$ cat src/rtl/uie_pkg.sv
// Package holding register map, field layout, reset values and types of the UART enable/FIFO-control block.
package uie_pkg;

  // ==========================================================================
  // Register byte addresses
  // ==========================================================================
  localparam logic [31:0] UIE_ADDR_DIV_LOW = 32'h5000_1100;
  localparam logic [31:0] UIE_ADDR_IER_DLH = 32'h5000_1104;
  localparam logic [31:0] UIE_ADDR_IIR_FCR = 32'h5000_1108;
  localparam logic [31:0] UIE_ADDR_LINE_CTRL = 32'h5000_110C;
  localparam logic [31:0] UIE_ADDR_FLOW_CTRL = 32'h5000_1110;

  // ==========================================================================
  // Field positions
  // ==========================================================================
  localparam int UIE_LCR_DIV_ACCESS_BIT = 7;
  localparam int UIE_EN_PROG_TXE_BIT = 7;
  localparam int UIE_IER_MODEM_BIT = 3;
  localparam int UIE_IER_LSTAT_BIT = 2;
  localparam int UIE_IER_TX_HOLDING_EMPTY_BIT = 1;
  localparam int UIE_IER_RXAV_BIT = 0;
  localparam int UIE_FCR_FIFO_EN_BIT = 0;
  localparam int UIE_FCR_DMA_MODE_BIT = 3;
  localparam int UIE_FCR_TXE_TRIG_LSB = 4;
  localparam int UIE_FCR_RX_TRIG_LSB = 6;
  localparam int UIE_FLOW_RTS_BIT = 0;
  localparam int UIE_FLOW_AUTO_BIT = 1;

  // ==========================================================================
  // Reset values and field masks
  // ==========================================================================
  localparam logic [7:0] UIE_RST_BYTE = 8'h00;
  localparam logic [7:0] UIE_IER_USED_MASK = 8'h8F;
  localparam logic [1:0] UIE_FIFO_STAT_ON = 2'b11;
  localparam logic [1:0] UIE_FIFO_STAT_OFF = 2'b00;

  // ==========================================================================
  // FIFO levels and thresholds (depth 16)
  // ==========================================================================
  localparam logic [4:0] UIE_LVL_ONE = 5'h01;
  localparam logic [4:0] UIE_LVL_QUARTER = 5'h04;
  localparam logic [4:0] UIE_LVL_HALF = 5'h08;
  localparam logic [4:0] UIE_LVL_TWO_BELOW = 5'h0E;
  localparam logic [4:0] UIE_LVL_EMPTY = 5'h00;
  localparam logic [4:0] UIE_LVL_TWO = 5'h02;

  // ==========================================================================
  // Interrupt identification codes
  // ==========================================================================
  localparam logic [3:0] UIE_IID_NONE = 4'h1;
  localparam logic [3:0] UIE_IID_TX_HOLDING_EMPTY = 4'h2;
  localparam logic [3:0] UIE_IID_RXAV = 4'h4;
  localparam logic [3:0] UIE_IID_LSTAT = 4'h6;
  localparam logic [3:0] UIE_IID_TIMEOUT = 4'hC;
  localparam logic [3:0] UIE_IID_MODEM = 4'h0;

  // ==========================================================================
  // Baud generation
  // ==========================================================================
  localparam logic [3:0] UIE_OVERSAMPLE_LAST = 4'hF;

  // ==========================================================================
  // Types
  // ==========================================================================
  typedef struct packed {
    logic line_status;
    logic char_timeout;
    logic modem_status;
    logic tx_holding_empty;
    logic [4:0] rx_level;
    logic [4:0] tx_level;
  } uie_events_t;

  typedef struct packed {
    logic fifo_en;
    logic dma_mode;
    logic [1:0] tx_empty_trigger;
    logic [1:0] rx_trigger_level;
  } uie_fifo_ctrl_t;

endpackage

$ cat src/rtl/uie_top.sv
// Interrupt-enable, divisor-high and FIFO-control register block of the second UART, on classic Wishbone.
//
// Behaviour
// - Divisor high byte shares enable address under access bit.
// - Bit 7 enables programmable tx-empty interrupt mode.
// - Bit 3 enables modem status interrupt, fourth priority.
// - Bit 2 enables line status interrupt, top priority.
// - Bit 1 enables tx-holding-empty interrupt, third priority.
// - Bit 0 enables data-available and timeout, second.
// - Bits 6:4 hold divisor only under access bit.
// - FIFO status reads 00 disabled, 11 enabled.
// - Written bits 7:6 select receive trigger level.
// - Auto flow drops request-to-send at trigger level with FIFOs enabled.
// - Receive trigger governs receive DMA request output in DMA mode 1 with FIFOs enabled.
// - Bit rate is clock over sixteen times divisor.
// - Zero divisor stops the baud clock entirely.
//
// Added by the designer: the Wishbone register port.
`timescale 1ns/10ps
module uie_top
  import uie_pkg::*;
(
  // Clock and reset
  input wire logic clk_i,
  input wire logic rst_i,
  // Wishbone slave
  input wire logic wb_cyc_i,
  input wire logic wb_stb_i,
  input wire logic wb_we_i,
  input wire logic [31:0] wb_adr_i,
  input wire logic [3:0] wb_sel_i,
  input wire logic [31:0] wb_dat_i,
  output logic [31:0] wb_dat_o,
  output logic wb_ack_o,
  // UART datapath status
  input wire uie_events_t events_i,
  // Interrupt identification
  output logic irq_pending_o,
  output logic [3:0] irq_id_o,
  // Flow control and DMA
  output logic rts_n_o,
  output logic dma_rx_req_n_o,
  // Baud timing
  output logic baud16_tick_o,
  output logic bit_tick_o
);

  // ==========================================================================
  // Functions
  // ==========================================================================
  function automatic logic [4:0] rx_threshold(input logic [1:0] sel);
    logic [4:0] lvl;
    case (sel)
      2'b00: lvl = UIE_LVL_ONE;
      2'b01: lvl = UIE_LVL_QUARTER;
      2'b10: lvl = UIE_LVL_HALF;
      default: lvl = UIE_LVL_TWO_BELOW;
    endcase
    return lvl;
  endfunction

  function automatic logic [4:0] tx_threshold(input logic [1:0] sel);
    logic [4:0] lvl;
    case (sel)
      2'b00: lvl = UIE_LVL_EMPTY;
      2'b01: lvl = UIE_LVL_TWO;
      2'b10: lvl = UIE_LVL_QUARTER;
      default: lvl = UIE_LVL_HALF;
    endcase
    return lvl;
  endfunction

  // ==========================================================================
  // Bus decode
  // ==========================================================================
  logic req;
  logic wr_lane0;
  logic hit_dll, hit_ier, hit_fcr, hit_lcr, hit_flow;

  assign req = wb_cyc_i && wb_stb_i && !wb_ack_o;
  assign wr_lane0 = req && wb_we_i && wb_sel_i[0];
  assign hit_dll = (wb_adr_i == UIE_ADDR_DIV_LOW);
  assign hit_ier = (wb_adr_i == UIE_ADDR_IER_DLH);
  assign hit_fcr = (wb_adr_i == UIE_ADDR_IIR_FCR);
  assign hit_lcr = (wb_adr_i == UIE_ADDR_LINE_CTRL);
  assign hit_flow = (wb_adr_i == UIE_ADDR_FLOW_CTRL);

  // ==========================================================================
  // Registers
  // ==========================================================================
  logic [7:0] dll_q, dll_d;
  logic [7:0] dlh_q, dlh_d;
  logic [7:0] ier_q, ier_d;
  logic [7:0] lcr_q, lcr_d;
  logic [1:0] flow_q, flow_d;
  uie_fifo_ctrl_t fcr_q, fcr_d;
  logic divisor_access_bit;

  assign divisor_access_bit = lcr_q[UIE_LCR_DIV_ACCESS_BIT];

  always_comb begin
    dll_d = dll_q;
    dlh_d = dlh_q;
    ier_d = ier_q;
    lcr_d = lcr_q;
    flow_d = flow_q;
    fcr_d = fcr_q;
    if (wr_lane0) begin
      // Only lane 0 is stored; bits 31:8 of every register ignore writes.
      if (hit_dll && divisor_access_bit) begin
        dll_d = wb_dat_i[7:0];
      end
      if (hit_ier && divisor_access_bit) begin
        dlh_d = wb_dat_i[7:0];
      end
      if (hit_ier && !divisor_access_bit) begin
        ier_d = wb_dat_i[7:0] & UIE_IER_USED_MASK;
      end
      if (hit_lcr) begin
        lcr_d = wb_dat_i[7:0];
      end
      if (hit_flow) begin
        flow_d = wb_dat_i[1:0];
      end
      if (hit_fcr) begin
        fcr_d.fifo_en = wb_dat_i[UIE_FCR_FIFO_EN_BIT];
        fcr_d.dma_mode = wb_dat_i[UIE_FCR_DMA_MODE_BIT];
        fcr_d.tx_empty_trigger = wb_dat_i[UIE_FCR_TXE_TRIG_LSB +: 2];
        fcr_d.rx_trigger_level = wb_dat_i[UIE_FCR_RX_TRIG_LSB +: 2];
      end
    end
  end

  always_ff @(posedge clk_i) begin
    if (rst_i) begin
      dll_q <= UIE_RST_BYTE;
      dlh_q <= UIE_RST_BYTE;
      ier_q <= UIE_RST_BYTE;
      lcr_q <= UIE_RST_BYTE;
      flow_q <= 2'b00;
      fcr_q <= '0;
    end else begin
      dll_q <= dll_d;
      dlh_q <= dlh_d;
      ier_q <= ier_d;
      lcr_q <= lcr_d;
      flow_q <= flow_d;
      fcr_q <= fcr_d;
    end
  end

  // ==========================================================================
  // Interrupt priority
  // ==========================================================================
  logic [4:0] rx_trig;
  logic rx_avail;
  logic tx_holding_empty_src;
  logic [3:0] iid;

  assign rx_trig = rx_threshold(fcr_q.rx_trigger_level);
  // Without FIFOs a single character is enough to raise data-available.
  assign rx_avail = fcr_q.fifo_en ? (events_i.rx_level >= rx_trig) : (events_i.rx_level != 5'h00);
  // In programmable mode the empty condition follows the transmit threshold instead of a bare empty flag.
  assign tx_holding_empty_src = (ier_q[UIE_EN_PROG_TXE_BIT] && fcr_q.fifo_en) ?
                    (events_i.tx_level <= tx_threshold(fcr_q.tx_empty_trigger)) : events_i.tx_holding_empty;

  always_comb begin
    if (ier_q[UIE_IER_LSTAT_BIT] && events_i.line_status) begin
      iid = UIE_IID_LSTAT;
    end else if (ier_q[UIE_IER_RXAV_BIT] && rx_avail) begin
      iid = UIE_IID_RXAV;
    end else if (ier_q[UIE_IER_RXAV_BIT] && fcr_q.fifo_en && events_i.char_timeout) begin
      iid = UIE_IID_TIMEOUT;
    end else if (ier_q[UIE_IER_TX_HOLDING_EMPTY_BIT] && tx_holding_empty_src) begin
      iid = UIE_IID_TX_HOLDING_EMPTY;
    end else if (ier_q[UIE_IER_MODEM_BIT] && events_i.modem_status) begin
      iid = UIE_IID_MODEM;
    end else begin
      iid = UIE_IID_NONE;
    end
  end

  logic [3:0] iid_q;
  logic irq_q;

  always_ff @(posedge clk_i) begin
    if (rst_i) begin
      iid_q <= UIE_IID_NONE;
      irq_q <= 1'b0;
    end else begin
      iid_q <= iid;
      irq_q <= (iid != UIE_IID_NONE);
    end
  end

  assign irq_id_o = iid_q;
  assign irq_pending_o = irq_q;

  // ==========================================================================
  // Flow control and receive DMA request
  // ==========================================================================
  logic rts_n_q, rts_n_d;
  logic dma_n_q, dma_n_d;
  logic at_trigger;

  assign at_trigger = events_i.rx_level >= rx_trig;

  always_comb begin
    rts_n_d = !flow_q[UIE_FLOW_RTS_BIT];
    if (flow_q[UIE_FLOW_AUTO_BIT] && fcr_q.fifo_en && at_trigger) begin
      rts_n_d = 1'b1;
    end
    // Mode 0 asks whenever data waits; mode 1 asks from the trigger until the FIFO is drained.
    dma_n_d = dma_n_q;
    if (!fcr_q.dma_mode || !fcr_q.fifo_en) begin
      dma_n_d = (events_i.rx_level == 5'h00);
    end else if (at_trigger) begin
      dma_n_d = 1'b0;
    end else if (events_i.rx_level == 5'h00) begin
      dma_n_d = 1'b1;
    end
  end

  always_ff @(posedge clk_i) begin
    if (rst_i) begin
      rts_n_q <= 1'b1;
      dma_n_q <= 1'b1;
    end else begin
      rts_n_q <= rts_n_d;
      dma_n_q <= dma_n_d;
    end
  end

  assign rts_n_o = rts_n_q;
  assign dma_rx_req_n_o = dma_n_q;

  // ==========================================================================
  // Read data and acknowledge
  // ==========================================================================
  logic [31:0] rdata_q, rdata_d;
  logic ack_q;

  always_comb begin
    rdata_d = 32'h0000_0000;
    if (hit_dll) begin
      rdata_d[7:0] = divisor_access_bit ? dll_q : UIE_RST_BYTE;
    end else if (hit_ier) begin
      rdata_d[7:0] = divisor_access_bit ? dlh_q : (ier_q & UIE_IER_USED_MASK);
    end else if (hit_fcr) begin
      rdata_d[7:6] = fcr_q.fifo_en ? UIE_FIFO_STAT_ON : UIE_FIFO_STAT_OFF;
      rdata_d[3:0] = iid;
    end else if (hit_lcr) begin
      rdata_d[7:0] = lcr_q;
    end else if (hit_flow) begin
      rdata_d[1:0] = flow_q;
    end
  end

  always_ff @(posedge clk_i) begin
    if (rst_i) begin
      rdata_q <= 32'h0000_0000;
      ack_q <= 1'b0;
    end else begin
      rdata_q <= req ? rdata_d : rdata_q;
      ack_q <= req;
    end
  end

  assign wb_dat_o = rdata_q;
  assign wb_ack_o = ack_q;

  // ==========================================================================
  // Baud generator
  // ==========================================================================
  uie_baud_gen u_baud (
    .clk_i(clk_i),
    .rst_i(rst_i),
    .divisor_i({dlh_q, dll_q}),
    .baud16_tick_o(baud16_tick_o),
    .bit_tick_o(bit_tick_o)
  );
endmodule

$ cat src/rtl/uie_baud_gen.sv
// Baud generator: divides the serial clock by the 16-bit divisor and by sixteen.
`timescale 1ns/10ps
module uie_baud_gen
  import uie_pkg::*;
(
  // Clock and reset
  input wire logic clk_i,
  input wire logic rst_i,
  // Divisor
  input wire logic [15:0] divisor_i,
  // Ticks
  output logic baud16_tick_o,
  output logic bit_tick_o
);

  // ==========================================================================
  // Counters
  // ==========================================================================
  logic [15:0] div_cnt_q, div_cnt_d;
  logic [3:0] os_cnt_q, os_cnt_d;
  logic b16_q, b16_d;
  logic bit_q, bit_d;
  logic running;

  // A zero divisor stops the counters, so no tick ever leaves the block.
  assign running = (divisor_i != 16'h0000);

  always_comb begin
    div_cnt_d = div_cnt_q;
    os_cnt_d = os_cnt_q;
    b16_d = 1'b0;
    bit_d = 1'b0;
    if (!running) begin
      div_cnt_d = 16'h0000;
      os_cnt_d = 4'h0;
    end else if (div_cnt_q >= divisor_i - 16'h0001) begin
      div_cnt_d = 16'h0000;
      b16_d = 1'b1;
      os_cnt_d = os_cnt_q + 4'h1;
      bit_d = (os_cnt_q == UIE_OVERSAMPLE_LAST);
    end else begin
      div_cnt_d = div_cnt_q + 16'h0001;
    end
  end

  always_ff @(posedge clk_i) begin
    if (rst_i) begin
      div_cnt_q <= 16'h0000;
      os_cnt_q <= 4'h0;
      b16_q <= 1'b0;
      bit_q <= 1'b0;
    end else begin
      div_cnt_q <= div_cnt_d;
      os_cnt_q <= os_cnt_d;
      b16_q <= b16_d;
      bit_q <= bit_d;
    end
  end

  assign baud16_tick_o = b16_q;
  assign bit_tick_o = bit_q;
endmodule

$ cat config.mk
export PLATFORM = sky130hd
export DESIGN_NAME = uie_top
export DESIGN_NICKNAME = d
export VERILOG_FILES = /design/src/rtl/uie_pkg.sv /design/src/rtl/uie_top.sv /design/src/rtl/uie_baud_gen.sv
export SDC_FILE = /design/constraint.sdc
export NUM_CORES = 1
export LEC_CHECK = 0
export BUFFER_PORTS_ARGS = -buffer_cell sky130_fd_sc_hd__buf_2
export CAP_MARGIN = 20
export CORE_MARGIN = 10
export CORE_UTILIZATION = 45
export CTS_BUF_LIST = sky130_fd_sc_hd__clkbuf_8
export DETAILED_ROUTE_END_ITERATION = 10
export PLACE_DENSITY = 0.72
export SLEW_MARGIN = 20
export SYNTH_ARGS = -nofsm -noshare
export SYNTH_HDL_FRONTEND = slang
export SYNTH_SLANG_ARGS = --single-unit
$ cat constraint.sdc
create_clock -name clk_i -period 4.5 [get_ports clk_i]
set_input_delay 0.225 -clock clk_i [delete_from_list [all_inputs] [get_ports clk_i]]
set_output_delay 0.225 -clock clk_i [all_outputs]
set_load 0.1 [all_outputs]
==> metrics.txt <==
run status=finished, final reports clean; H-tree level count=3; slack of the critical path=about 960 ps; critical path class=flip-flop to flip-flop; Final ANT Viol Nets=0; Sw Share=0.296; total gr overflow=0; pre-CTS setup slack=1010 ps; leak pwr=2.12 nW; first-pass GRT wire length=between 15 and 20 mm; final setup violation count=0; Chip Width=117 um; share of post-route cells with drive strength above 1=0.186; Reg power frac=0.462; clk_skew=7.54 ps; post-DP HPWL=around 8.2 mm; Die Y=117 um; Final Slew Violations=0; register area=around 0.0015 mm2; synthesized instance count=493; clock-pin slew on the worst setup and hold paths=80 ps; DR vias=3612; pin count of the biggest net entering global routing=55; GR Util All Layers=0.159; final WL=10.5 mm; prevailing post-synth register cell=dfxtp_1; vias in the first global route=3776; Gate power share=0.129; Clock Latency Late Sink=350 ps; GPL Wtd Cong=~0.82; Power Density=299 mW/mm2; period utilisation layout=0.786; hold-fix buffers at CTS=0; EDFF count, synth=0; Inserted Clock Buffers=9; Max Freq=283 MHz; Arrival @ worst endpoint=~3800 ps; clock share of power=0.409; HP Class=input port to flip-flop; clk root buf=clkbuf_8; Crit Path Max Fanout=9; Yosys cell types=61; Std-Cell Rows=35; Inserted Diodes=0; Worst setup EP type=flip-flop; Core ar.=~0.0092 mm2; Fillers=892; 1st-iter DRT viols=between 200 and 250; CP startpoint kind=flip-flop; Avg Cell Area, Syn=8.62 um2; Max rail drop VDD=0.218 mV; post-CTS setup buffers=0; TNS Setup=0 ps; Max clock buf depth=2; sequential area share after synthesis=0.353; CTS tree=built; Layout Cells excl Fill=695; die area=0.0137 mm2; CP required=approximately 4800 ps; cts repair resizes=0; initial antenna violation count=0; Switching Power=0.429 mW; buffers added on ports=77; RSZ-0062 raised after global routing=no; DRC Markers=0; warnings from Yosys=0; placed cells=679; Initial Util=0.460; post-synthesis register bit count=75; Layout area overhead=13.7%; worst slew pin tran=969 ps; Internal Power=~1.0 mW; relative slew slack=0.354; Ports=between 100 and 150; clk sinks=75; footprint of the multi-input gates=0.00251 mm2; fin nets=674; Hold Violations, Final=0; 1st-pass router iterations=4; Layout Utilization=0.523; min Tclk post-route=3540 ps; FFs w/ async S/R, synth=0; Routed wire per std cell=15.1 um; vias per cell=about 5.2; post-synthesis cell area=roughly 0.0043 mm2; MaxCap Viol Count=0
critical path, cell delays in order (launching register included):
cell      delay, ps
dfxtp_1         380
or4_1           600
nor3_2          160
nand3_1         130
nor2_1          220
nand3b_1        130
xor2_1          170
ha_1            320
nand4_1         160
a211oi_1        300
a211oi_1        100
o41a_1          250
or3_1           400
a21oi_1         150
stage by stage:
stage	instance area (um2)	power, mW	hold slack, ps
detailed placement	4610	0.870	451
global placement	4610	0.867	439
floorplan	4340	0.844	369
CTS	4830	1.46	154
finish	4830	1.45	175
global route	4830	1.50	171
layout make-up:
cell class,instances,area share
Clock inverter,7,0.0207
Multi-Input combinational cell,385,0.520
Tap cell,129,0.0334
Sequential cell,75,0.311
Clock buffer,9,0.0256
Inverter,13,0.0101
Timing Repair Buffer,77,0.0797
synth_stat cells (11+ instances only):
cell	count	area share
nor2_1	81	0.072
o21ai_0	18	0.021
ha_1	26	0.077
buf_4	27	0.048
inv_1	13	0.011
a21oi_1	14	0.016
nand3_1	17	0.020
clkbuf_1	11	0.0097
nand2_1	34	0.030
mux2i_1	44	0.10
dfxtp_1	75	0.35
xor2_1	14	0.029
xnor2_1	15	0.031
flip-flops by register name, indices dropped and copies added (netlist names):
signal / count
dma_rx_req_n_o: 1
irq_id_o: 4
wb_ack_o: 1
rts_n_o: 1
flow_q: 2
lcr_q: 8
u_baud.baud16_tick_o: 1
dll_q: 8
irq_pending_o: 1
ier_q: 5
u_baud.div_cnt_q: 16
wb_dat_o: 8
fcr_q: 6
u_baud.bit_tick_o: 1
u_baud.os_cnt_q: 4
dlh_q: 8
kinds of logic (layout without fill, tap and decap cells):
family                     after synthesis  in the layout  share of synthesized area
adders and majority gates               26             26                     0.0765
buffers and inverters                   56            106                     0.0759
muxes                                   44             44                      0.104
other                                    1             24                   0.000882
and+or+nand+nor                        198            198                      0.227
AOI/OAI and AO/OA                       64             64                      0.103
xor gates and xnor gates                29             29                     0.0598
DFF                                     75             75                      0.353
power groups by stage:
stage / Clock [mW] / Combinational, mW / Sequential, mW
after floorplan: 0 / 0.135 / 0.708
after global placement: 0 / 0.183 / 0.684
after detailed placement: 0 / 0.186 / 0.684
after CTS: 0.605 / 0.186 / 0.668
after global routing: 0.635 / 0.196 / 0.669
final: 0.592 / 0.187 / 0.668
worst paths after layout:
check             depth (start not counted)                  to        start  slack, ps
setup / recovery                         13  u_baud.os_cnt_q[3]     dll_q[3]        960
hold / removal                            3            fcr_q[2]  wb_dat_i[4]        180
setup reg to reg                         13  u_baud.os_cnt_q[3]     dll_q[3]        960
hold reg to reg                           2         wb_dat_o[5]  wb_dat_o[5]        470
cell usage in the layout, fill, tap and decap left out, types with 4 or more instances in the layout:
cell type / count
a21oi_1: 14
a221oi_1: 5
and3_1: 5
buf_2: 77
clkbuf_8: 9
conb_1: 24
dfxtp_1: 75
ha_1: 26
inv_1: 14
mux2i_1: 44
nand2_1: 34
nand2b_1: 5
nand3_1: 17
nand4_1: 7
nor2_1: 81
nor2b_1: 4
nor3_1: 10
nor4_1: 7
o21ai_0: 18
xnor2_1: 15
xor2_1: 14
per-layer routing:
layer | global-route usage | share of wire
met3 | 0.0556 | 0.065
met5 | 0 | 0
met1 | 0.182 | 0.43
met2 | 0.273 | 0.49
met4 | 0.0486 | 0.012
No activity file was read; power rests on OpenSTA's default activity.
